<file path="src/logic/dsc_pkg.sv">
// Shared constants for the serial chain converter front end
package dsc_pkg;
    localparam int FRAME_BITS = 24;
    localparam int CODE_BITS = 18;
    localparam int CODE_LSB = 0;
    localparam int CNT_W = 6;
    localparam int CLK_SYS_PERIOD_NS = 5;
    localparam int LINK_PERIOD_NS = 160;
    localparam int LINK_HALF_CYC = (LINK_PERIOD_NS / 2) / CLK_SYS_PERIOD_NS;
    localparam int CS_GAP_CYC = LINK_HALF_CYC * 2;
    localparam logic [17:0] CODE_RESET = 18'h00000;
    localparam int FIFO_DEPTH = 8;
endpackage

</file>
<file path="src/logic/dsc_link_if.sv">
// Serial link between the chain controller and the converter front end
interface dsc_link_if;
    logic sclk;
    logic cs_n;
    logic sdi;
    logic sdo;
    logic sdo_oe_n;
    modport ctrl (output sclk, output cs_n, output sdi, input sdo, input sdo_oe_n);
    modport conv (input sclk, input cs_n, input sdi, output sdo, output sdo_oe_n);
endinterface

</file>
<file path="src/logic/dsc_fifo.sv">
// Small synchronous FIFO with valid/ready on both sides
module dsc_fifo #(
    parameter int WIDTH = 18,
    parameter int DEPTH = 8
) (
    input wire logic clk_sys,
    input wire logic rst_n,
    input wire logic in_valid,
    output logic in_ready,
    input wire logic [WIDTH-1:0] in_data,
    output logic out_valid,
    input wire logic out_ready,
    output logic [WIDTH-1:0] out_data
);
    localparam int AW = $clog2(DEPTH);
    logic [WIDTH-1:0] mem [DEPTH];
    logic [AW:0] wp_q, rp_q;
    logic push, pop;
    assign in_ready = (wp_q - rp_q) != (AW+1)'(DEPTH);
    assign out_valid = wp_q != rp_q;
    assign push = in_valid && in_ready;
    assign pop = out_valid && out_ready;
    assign out_data = mem[rp_q[AW-1:0]];
    // Storage written on accepted words
    always_ff @(posedge clk_sys)
    begin
        if (push)
            mem[wp_q[AW-1:0]] <= in_data;
    end
    // Pointers carry one extra bit to tell full from empty
    always_ff @(posedge clk_sys or negedge rst_n)
    begin
        if (!rst_n)
        begin
            wp_q <= '0;
            rp_q <= '0;
        end
        else
        begin
            if (push)
                wp_q <= wp_q + 1'b1;
            if (pop)
                rp_q <= rp_q + 1'b1;
        end
    end
endmodule

</file>
<file path="src/logic/dsc_ctrl.sv">
// Controller end: sends buffered codes as chained 24-bit frames
module dsc_ctrl #(
    parameter int CHAIN_LEN = 1
) (
    input wire logic clk_sys,
    input wire logic rst_n,
    dsc_link_if.ctrl link,
    input wire logic code_valid,
    output logic code_ready,
    input wire logic [17:0] code_data,
    output logic latch_update_strobe_n,
    input wire logic update_hold,
    output logic busy
);
    logic f_valid, f_ready;
    logic [17:0] f_data;
    dsc_fifo #(.WIDTH(dsc_pkg::CODE_BITS), .DEPTH(dsc_pkg::FIFO_DEPTH)) u_fifo (
        .clk_sys(clk_sys),
        .rst_n(rst_n),
        .in_valid(code_valid),
        .in_ready(code_ready),
        .in_data(code_data),
        .out_valid(f_valid),
        .out_ready(f_ready),
        .out_data(f_data)
    );
    typedef enum logic [2:0] {IDLE, LOAD, LOW, HIGH, GAP} dsc_state_e;
    dsc_state_e st_q;
    localparam int TOTAL = dsc_pkg::FRAME_BITS * CHAIN_LEN;
    logic [dsc_pkg::FRAME_BITS*CHAIN_LEN-1:0] sh_q;
    logic [15:0] bits_q, div_q;
    logic [$clog2(CHAIN_LEN+1):0] words_q;
    // One word per chained device, oldest sent first so it lands in the last device
    assign f_ready = (st_q == LOAD);
    // Sequencer: exact 24 x chain clocks under one select low period
    always_ff @(posedge clk_sys or negedge rst_n)
    begin
        if (!rst_n)
        begin
            st_q <= IDLE;
            sh_q <= '0;
            bits_q <= '0;
            div_q <= '0;
            words_q <= '0;
            link.sclk <= 1'b0;
            link.cs_n <= 1'b1;
            link.sdi <= 1'b0;
            latch_update_strobe_n <= 1'b1;
        end
        else
        begin
            case (st_q)
                IDLE:
                begin
                    latch_update_strobe_n <= 1'b1;
                    words_q <= '0;
                    if (f_valid)
                        st_q <= LOAD;
                end
                LOAD:
                begin
                    if (f_valid)
                    begin
                        // Shift by whole words so a chain of one needs no empty slice
                        sh_q <= (sh_q << dsc_pkg::FRAME_BITS) | TOTAL'({6'h00, f_data});
                        words_q <= words_q + 1'b1;
                        if (words_q == ($clog2(CHAIN_LEN+1)+1)'(CHAIN_LEN - 1))
                        begin
                            st_q <= LOW;
                            link.cs_n <= 1'b0;
                            bits_q <= 16'(TOTAL);
                            div_q <= '0;
                        end
                    end
                end
                LOW:
                begin
                    // Data set while clock low, MSB first
                    link.sdi <= sh_q[TOTAL-1];
                    div_q <= div_q + 1'b1;
                    if (div_q == 16'(dsc_pkg::LINK_HALF_CYC - 1))
                    begin
                        link.sclk <= 1'b1;
                        sh_q <= {sh_q[TOTAL-2:0], 1'b0};
                        bits_q <= bits_q - 1'b1;
                        div_q <= '0;
                        st_q <= HIGH;
                    end
                end
                HIGH:
                begin
                    div_q <= div_q + 1'b1;
                    if (div_q == 16'(dsc_pkg::LINK_HALF_CYC - 1))
                    begin
                        link.sclk <= 1'b0;
                        div_q <= '0;
                        st_q <= (bits_q == '0) ? GAP : LOW;
                    end
                end
                GAP:
                begin
                    // Burst done; select rises after a hold time
                    div_q <= div_q + 1'b1;
                    if (div_q == 16'(dsc_pkg::CS_GAP_CYC - 1))
                        link.cs_n <= 1'b1;
                    if (div_q == 16'(dsc_pkg::CS_GAP_CYC * 2 - 1))
                    begin
                        // Shared strobe pulse updates every latch at once
                        latch_update_strobe_n <= update_hold;
                    end
                    if (div_q == 16'(dsc_pkg::CS_GAP_CYC * 3 - 1))
                        st_q <= IDLE;
                end
                default:
                    st_q <= IDLE;
            endcase
        end
    end
    assign busy = (st_q != IDLE);
endmodule

</file>
<file path="src/flat_wrapper.sv">
// flat-port wrapper written by rule: the top's interface ports become plain ports
module dsc_ctrl_flat 
#(
    parameter int CHAIN_LEN = 1
)
  (clk_sys, rst_n, code_valid, code_ready, code_data, latch_update_strobe_n, update_hold, busy, link_sclk, link_cs_n, link_sdi, link_sdo, link_sdo_oe_n);
  dsc_link_if link_i ();
  input wire logic clk_sys;
  input wire logic rst_n;
  input wire logic code_valid;
  output logic code_ready;
  input wire logic [17:0] code_data;
  output logic latch_update_strobe_n;
  input wire logic update_hold;
  output logic busy;
  output wire logic [$bits(link_i.sclk)-1:0] link_sclk;
  output wire logic [$bits(link_i.cs_n)-1:0] link_cs_n;
  output wire logic [$bits(link_i.sdi)-1:0] link_sdi;
  input wire logic [$bits(link_i.sdo)-1:0] link_sdo;
  input wire logic [$bits(link_i.sdo_oe_n)-1:0] link_sdo_oe_n;
  assign link_sclk = link_i.sclk;
  assign link_cs_n = link_i.cs_n;
  assign link_sdi = link_i.sdi;
  assign link_i.sdo = link_sdo;
  assign link_i.sdo_oe_n = link_sdo_oe_n;
  dsc_ctrl #(.CHAIN_LEN(CHAIN_LEN)) u_core (.clk_sys(clk_sys), .rst_n(rst_n), .link(link_i), .code_valid(code_valid), .code_ready(code_ready), .code_data(code_data), .latch_update_strobe_n(latch_update_strobe_n), .update_hold(update_hold), .busy(busy));
endmodule
</file>
<file path="config.mk">
export PLATFORM = sky130hd
export DESIGN_NAME = dsc_ctrl_flat
export DESIGN_NICKNAME = d
export VERILOG_FILES = /design/src/logic/dsc_pkg.sv /design/src/logic/dsc_link_if.sv /design/src/logic/dsc_fifo.sv /design/src/logic/dsc_ctrl.sv /design/src/flat_wrapper.sv
export SDC_FILE = /design/constraint.sdc
export NUM_CORES = 1
export LEC_CHECK = 0
export BUFFER_PORTS_ARGS = -buffer_cell sky130_fd_sc_hd__buf_4
export CORE_MARGIN = 10
export CORE_UTILIZATION = 45
export CTS_BUF_LIST = sky130_fd_sc_hd__clkbuf_8 sky130_fd_sc_hd__clkbuf_16
export DETAILED_ROUTE_END_ITERATION = 8
export GPL_TIMING_DRIVEN = 1
export PLACE_DENSITY = 0.6
export SYNTH_ARGS = -nofsm -noshare
export SYNTH_HDL_FRONTEND = slang
export SYNTH_SLANG_ARGS = --single-unit
</file>
<file path="constraint.sdc">
create_clock -name clk_sys -period 4.9 [get_ports clk_sys]
set_input_delay 0.49 -clock clk_sys [delete_from_list [all_inputs] [get_ports clk_sys]]
set_output_delay 0.49 -clock clk_sys [all_outputs]
set_load 0.02 [all_outputs]
</file>
==> results of run 1 <==
[worst min-delay path by stage]
stage	slack (ns)	depth (start not counted)	end
after floorplan	0.19	0	u_core.bits_q[0]
after global placement	0.46	2	u_core.sh_q[14]
after detailed placement	0.47	2	u_core.sh_q[3]
after CTS	0.16	1	u_core.u_fifo.wp_q[0]
after global routing	0.19	1	u_core.u_fifo.mem[4][13]
final	0.12	1	u_core.bits_q[9]
[state kept, by name (all words and copies together) (netlist names)]
register                      flops
u_core.u_fifo.mem               144
u_core.link.sclk                  1
u_core.sh_q                      24
u_core.bits_q                    16
u_core.u_fifo.wp_q                4
u_core.st_q                       3
u_core.words_q                    2
u_core.link.sdi                   1
u_core.u_fifo.rp_q                4
u_core.link.cs_n                  1
u_core.div_q                     16
u_core.latch_update_strobe_n      1
[synth_stat cells, types with 6 or more instances]
| cell | instances |
|---|---|
| a21oi_1 | 22 |
| a31oi_1 | 9 |
| clkbuf_1 | 29 |
| dfrtp_1 | 71 |
| edfxtp_1 | 144 |
| ha_1 | 9 |
| inv_1 | 16 |
| mux4_2 | 36 |
| nand2_1 | 83 |
| nand3_1 | 32 |
| nor2_1 | 17 |
| nor3_1 | 9 |
| nor4_1 | 6 |
| o21ai_0 | 59 |
| o31ai_1 | 10 |
| or2_2 | 7 |
| or3_1 | 8 |
| or4_1 | 11 |
| xnor2_1 | 7 |
[per-layer routing]
layer	global-route usage, %	up-vias	wire length (µm)
met3	2.48	34	627
met4	3.52	0	401
met2	25.5	92	9770
li1	-	2551	-
met5	0	-	0
met1	17.2	2775	7750
[through the flow]
| stage | instances | setup slack [ns] | cell area [µm²] | total power [µW] | hold slack, ns |
|---|---|---|---|---|---|
| finish | 973 | 1.62 | 10400 | 4240 | 0.124 |
| global route | 973 | 1.37 | 10400 | 4410 | 0.185 |
| CTS | 973 | 1.58 | 10400 | 4300 | 0.159 |
| detailed placement | 933 | 1.64 | 9720 | 2720 | 0.467 |
| global placement | 933 | 1.76 | 9720 | 2690 | 0.459 |
| floorplan | 654 | 0.671 | 9150 | 2520 | 0.194 |
[cells by family after synthesis]
logic type / count (synthesis) / synth area share (%)
AOI/OAI and AO/OA: 119 / 7.59
adders and majority gates: 9 / 1.23
DFF: 217 / 67.3
and+or+nand+nor: 206 / 11.3
buffers and inverters: 52 / 2.24
muxes: 40 / 9.33
xor gates and xnor gates: 11 / 1.05
[power by group through the flow]
| stage | Combinational (µW) | Sequential [µW] | Clock (µW) |
|---|---|---|---|
| 6_report | 430 | 2250 | 1570 |
| 5_1_grt | 475 | 2260 | 1680 |
| 3_3_place_gp | 422 | 2270 | 0 |
| 3_5_place_dp | 440 | 2280 | 0 |
| 2_1_floorplan | 273 | 2250 | 0 |
| 4_1_cts | 441 | 2250 | 1610 |
[final cells by class]
class                           count  area, µm²  area share [%]
Clock inverter                     15       77.6           0.746
Tap cell                          270        338            3.25
Clock buffer                       25        603            5.80
Timing Repair Buffer               44        330            3.17
Multi-Input combinational cell    385       2840            27.3
Sequential cell                   217       6150            59.2
Inverter                           17       63.8           0.613
==> impl_results.md, run 1 <==
- Status: finished, final reports clean
- Global-route wire length before repair: between 30 and 40 mm
- Area growth syn-to-layout: 13.8%
- Logic pwr share: 10.1%
- Required arrival time at the worst endpoint: 4.41 ns
- Routed wire length: 18.5 mm
- Width of the chip: between 150 and 200 µm
- First element of the critical path: u_core.u_fifo.rp_q[1]
- Sequential power share: 52.9%
- Critical Path Source Type: flop
- Vias: 5452
- Setup total negative slack: 0 ns
- Cell-by-cell listing of the critical path: buf_4, inv_1, ha_1, nor2b_1, or2_2, o31ai_1, nand3_1, buf_4
- Setup repair after global routing missed its margin: false
- Synthesized cell area: 9150 µm²
- Source of the worst register-to-register timing path: u_core.u_fifo.rp_q[1]
- Number of nets in the layout: 721
- DR iter-0 viols: 253
- Library cell contributing the largest single delay on the critical path: buf_4
- Max capacitance violation total: 0
- Classification of the worst setup path: reg2out
- Number of primary I/O pins: 30
- EDFF count, synth: 144
- Detailed-route wire length per cell: 19.1 µm
- Share of the core filled with cells in the final layout: 51.8%
- Starting density of the core: roughly 45%
- Maximum number of pins on one net before global-route repair: 74
- Actual transition at the worst max-transition pin: 1.08 ns
- HPWL after DPL: 10.7 mm
- Post-Syn Nets: between 600 and 700
- Top_reg_cell synth: edfxtp_1
- H-tree depth: 1
- Most frequent cell on the critical path: buf_4
- Library cell with the largest summed area after synthesis: edfxtp_1
- Max-slew violation total from the final report: 0
- Worst-path maximum fanout: 39
- Antenna violations before repair: 0
- Clock transition at the registers of the reported paths: around 0.060 ns
- Cell internal pwr: 3220 µW
- Post-Synthesis Cells: 654
- Crit. End Element: primary output
- Max rail drop VDD: 0.309 mV
- Endpoint of the worst register-to-register path: u_core.sh_q[5]
- Cells resized by post-CTS repair: 0
- Share of the yosys chip area belonging to registers: about two thirds
- Static Leakage: about 0.0037 µW
- Worst endpoint data arrival time: 2.79 ns
- # hold bufs at CTS: 0
- Row Count: 52
- Worst min-delay path category: in2async
- Number of buffers between clock root and the deepest sink: 3
- Setup skew after layout: 0.0112 ns
- Reg2Reg Depth: 7
- CP bufs+invs: 3
- Total global-route track usage: 14.2%
- Normalized max-slew margin: 27.7%
- Antenna diode count: 0
- Most frequent standard cell in the layout excluding fill and tap cells: edfxtp_1
- Tcrit/Tclk final: 67.0%
- Number of hold violations in the final report: 0
- Crit path time final: around 3.3 ns
- Largest delay share family, worst path: buffers and inverters
- Synth async-reset ratio: 33.6%
- Pre-Repair DR Iteration Count: 5
- Number of vias per cell after detailed routing: roughly 5.6
- Fmax achieved: 0.305 GHz
- Worst setup path endpoint: code_ready
- Vias in the first global route: 5688
- Relative contribution of the clock network to total power: between 30 and 40%
- Residual DRC: 0
- Most area-consuming cells after synthesis: edfxtp_1, dfrtp_1, mux4_2, nand2_1, o21ai_0
- Routability-driven placement congestion ratio: 0.790
- Insertion delay to the later sink of the worst-skew pair: 0.52 ns
- Buffers on Ports: 27
- Vertical die dimension: 163 µm
- Unique masters post-synth: 55
- Area inside the core boundary: between 20000 and 25000 µm²
- NetSw: just over 1000 µW
- Post-CTS repair timing setup buffer count: 0
- CTS sink cnt: 217
- TritonCTS clock tree: built
- Synthesized area per cell: 14.0 µm²
- Delay of the slowest cell on the worst path: 0.49 ns
- Antenna violation net count after detailed routing: 0
- Reg2reg setup slack: 1.67 ns
- Filler Cell Count: 1707
- Fraction of final layout cells with drive strength greater than 1: 19.5%
- Number of endpoints failing setup at the final stage: 0
- Cell area power density: 408 nW/µm²
- Most frequent cells in the layout: edfxtp_1, nand2_1, dfrtp_1
- Yosys warns: 0
- #FFs+latches synth: about 220
- Cts bufs inserted: 23
- CTS root buf: clkbuf_16
- Number of cells on the critical path: 8
- Area share of the largest cell type after synthesis: 47.3%
- Area enclosed by the die boundary: ~26000 µm²
- Final global-route overflow total: 0
- Switching part of the total power: 24.1%
Note: power is estimated with default switching activity, not from simulation.
==> inputs of run 2 (changes only) <==
--- a/config.mk
+++ b/config.mk
@@ -5,6 +5,7 @@
 export SDC_FILE = /design/constraint.sdc
 export NUM_CORES = 1
 export LEC_CHECK = 0
+export ABC_AREA = 1
 export BUFFER_PORTS_ARGS = -buffer_cell sky130_fd_sc_hd__buf_4
 export CORE_MARGIN = 10
 export CORE_UTILIZATION = 45
==> constraint.sdc (replaced) <==
create_clock -name clk_sys -period 3.4 [get_ports clk_sys]
set_input_delay 0.34 -clock clk_sys [delete_from_list [all_inputs] [get_ports clk_sys]]
set_output_delay 0.34 -clock clk_sys [all_outputs]
set_load 0.02 [all_outputs]
==> run 2 against run 1 <==
  * Final cell count rose by 46%
  * Final area increased by 9.9%
  * Sequential cell count is the same
  * Largest cell class unchanged
  * Clock-buffer cell count did not move
  * Sequential share of layout area shrank 5.3 points
  * Sequential power rose by 64%
  * Combinational power grew to 8.1 times the previous value
  * Utilization rose by 0.32 points
  * Setup slack got worse by 0.92 ns
==> impl_results.md, run 2 <==
- Vias: 7319
- Reg2reg setup slack: 0.70 ns
- Cell-by-cell listing of the critical path: ha_1, a21oi_1, nand2_1, nand2_1, nand2_1, nand2_1, nand3_1, nor2_2, buf_12
- Share of the yosys chip area belonging to registers: between 60% and 70%
- CP bufs+invs: 1
- EDFF count, synth: between 100 and 150
- Unique masters post-synth: 35
- First element of the critical path: u_core.u_fifo.wp_q[2]
- Antenna diode count: 0
- Fmax achieved: 0.370 GHz
- Endpoint of the worst register-to-register path: u_core.u_fifo.mem[2][5]
- Reg2Reg Depth: 9
- Most frequent standard cell in the layout excluding fill and tap cells: nand2_1
- Vertical die dimension: 170 µm
- Clock transition at the registers of the reported paths: 0.06 ns
- Starting density of the core: 45.9%
- Most area-consuming cells after synthesis: edfxtp_1, dfrtp_1, nand2_1, nand3_1, nor2_1
- HPWL after DPL: 13.2 mm
- Post-synthesis share of cell area spent on xor and xnor gates: around 1.0%
- Routability-driven placement congestion ratio: between 0.7 and 0.8
- Post-Syn Nets: around 1.1k
- Area fraction in compound gates after synthesis: 2.79%
- Area inside the core boundary: 22000 µm²
- Status: finished, final reports clean
- Delay of the slowest cell on the worst path: 0.52 ns
- Library cell contributing the largest single delay on the critical path: nor2_2
- Required arrival time at the worst endpoint: about 3.6 ns
- Setup skew after layout: 0.0199 ns
- Residual DRC: 0
- Worst setup path endpoint: u_core.u_fifo.mem[2][5]
- Library cell with the largest summed area after synthesis: edfxtp_1
- Flip-flop count of the largest register, all copies and words added: 144
- Synthesized cell area: 10100 µm²
- #FFs+latches synth: 217
- Post-synthesis simple-gate area fraction: roughly 30%
- Post-Synthesis Cells: about 1.1k
- Setup total negative slack: 0 ns
- Max capacitance violation total: 0
- CTS sink cnt: 217
- Detailed-route wire length per cell: between 15 and 20 µm
- Number of hold violations in the final report: 0
- Final global-route overflow total: 0
- Share of synthesized cell area in full adder, half adder and majority cells: 1.12%
- Number of cells on the critical path: 9
- Setup repair after global routing missed its margin: false
- Buffers on Ports: 27
- Final instance area: 11400 µm²
- Vias in the first global route: 7128
- Area enclosed by the die boundary: 28800 µm²
- Most frequent cell on the critical path: nand2_1
- Cell area power density: 853 nW/µm²
- Area growth syn-to-layout: 13.4%
- Number of primary I/O pins: 30
- Cts bufs inserted: 25
- Max rail drop VDD: 0.537 mV
- Source of the worst register-to-register timing path: u_core.u_fifo.wp_q[2]
- Total placed cells including tap cells: 1378
- Actual transition at the worst max-transition pin: around 0.94 ns
- Worst-path maximum fanout: 11
- Fraction of final layout cells with drive strength greater than 1: 10.5%
- Total global-route track usage: 16.0%
- Yosys warns: 0
- Static Leakage: 0.00495 µW
- Number of vias per cell after detailed routing: 5.14
- Crit path time final: 2.70 ns
- Routed wire length: 22.5 mm
- Row Count: 54
- Width of the chip: roughly 170 µm
- Leading post-synthesis cells by instance count: nand2_1, nand3_1, edfxtp_1, nor2_1, dfrtp_1
- Crit. End Element: flop
- CTS root buf: clkbuf_16
- Worst endpoint data arrival time: 2.94 ns
- Antenna violation net count after detailed routing: 0
- Count leader, synth: nand2_1
- Worst min-delay path category: in2reg
- Maximum number of pins on one net before global-route repair: 76
- Max-slew violation total from the final report: 0
- Number of nets in the layout: 1159
- Number of endpoints failing setup at the final stage: 0
- Synthesized area per cell: between 9 and 10 µm²
- Insertion delay to the later sink of the worst-skew pair: 0.54 ns
- Most frequent cells in the layout: nand2_1, nand3_1, edfxtp_1
- Synth async-reset ratio: about a third
- Normalized max-slew margin: 37.0%
- Number of buffers between clock root and the deepest sink: 3
- Largest delay share family, worst path: simple AND/OR/NAND/NOR gates
- H-tree depth: 1
- Classification of the worst setup path: reg2reg
- TritonCTS clock tree: built
- Tcrit/Tclk final: 79.5%
- Placement Cell Area: 10600 µm²
- Final Total Pwr: between 9000 and 10000 µW
- Antenna violations before repair: 0
- DR iter-0 viols: 643
- Count of placed standard cells in the final layout, fillers left out: about 1.4k
- Global-route wire length before repair: roughly 37 mm
- Area share of the largest cell type after synthesis: 42.9%
- Top_reg_cell synth: edfxtp_1
- Proportion of synthesized area in mux cells: 0%
- Pre-Repair DR Iteration Count: 5
- Critical Path Source Type: flop
- Largest family of logic cells by synthesized area: simple AND/OR/NAND/NOR gates
==> run 2: metal layers <==
metal  track usage, %  share of wire [%]
met4             4.20                1.9
met3             2.56                4.3
met5                0                  0
met1             21.1                 46
met2             26.7                 47
==> run 2: worst min-delay path by stage <==
| stage | slack [ns] | depth (start not counted) | endpoint | from |
|---|---|---|---|---|
| 3_3_place_gp | 0.45 | 1 | u_core.words_q[0] | u_core.words_q[0] |
| 4_1_cts | 0.02 | 1 | u_core.u_fifo.mem[4][3] | code_data[3] |
| 3_5_place_dp | 0.46 | 2 | u_core.latch_update_strobe_n | u_core.latch_update_strobe_n |
| 6_report | 0.03 | 1 | u_core.u_fifo.mem[3][14] | code_data[14] |
| 2_1_floorplan | 0.04 | 0 | u_core.bits_q[0] | rst_n |
| 5_1_grt | 0.01 | 1 | u_core.u_fifo.mem[7][14] | code_data[14] |
==> run 2: power by group <==
part | switching (µW) | internal [µW]
Clock | 1070 | 1490
Combinational | 2390 | 1100
Sequential | 309 | 3390
Total | 3770 | 5980
==> run 2: cells by family after synthesis <==
logic type | count (synthesis)
AO/OA/AOI/OAI | 43
XOR/XNOR | 12
adder cells (fa/ha/maj) | 9
buffers and inverters | 100
flip-flops | 217
AND/OR/NAND/NOR | 714
==> run 2: repair_timing <==
action,4_1_cts,5_1_grt
buffers inserted,0,0
hold endpoints to repair,13,0
hold buffers,1,0
resized for setup,0,0
==> run 2: final cells by class <==
cell class	instances	area, µm²
Clock buffer	25	626
Clock inverter	21	159
Fill cell	1966	10500
Inverter	58	218
Multi-Input combinational cell	778	3520
Sequential cell	217	6150
Tap cell	280	350
Timing Repair Buffer	46	410
==> run 2: metrics by stage <==
step | hold slack, ns | setup slack (ns) | util (%)
floorplan | 0.0444 | 0.371 | -
CTS | 0.0166 | 0.716 | 52.1
detailed placement | 0.457 | 0.734 | 48.5
global placement | 0.452 | 0.750 | 48.5
finish | 0.0322 | 0.696 | 52.1
global route | 0.0149 | 0.479 | 52.1
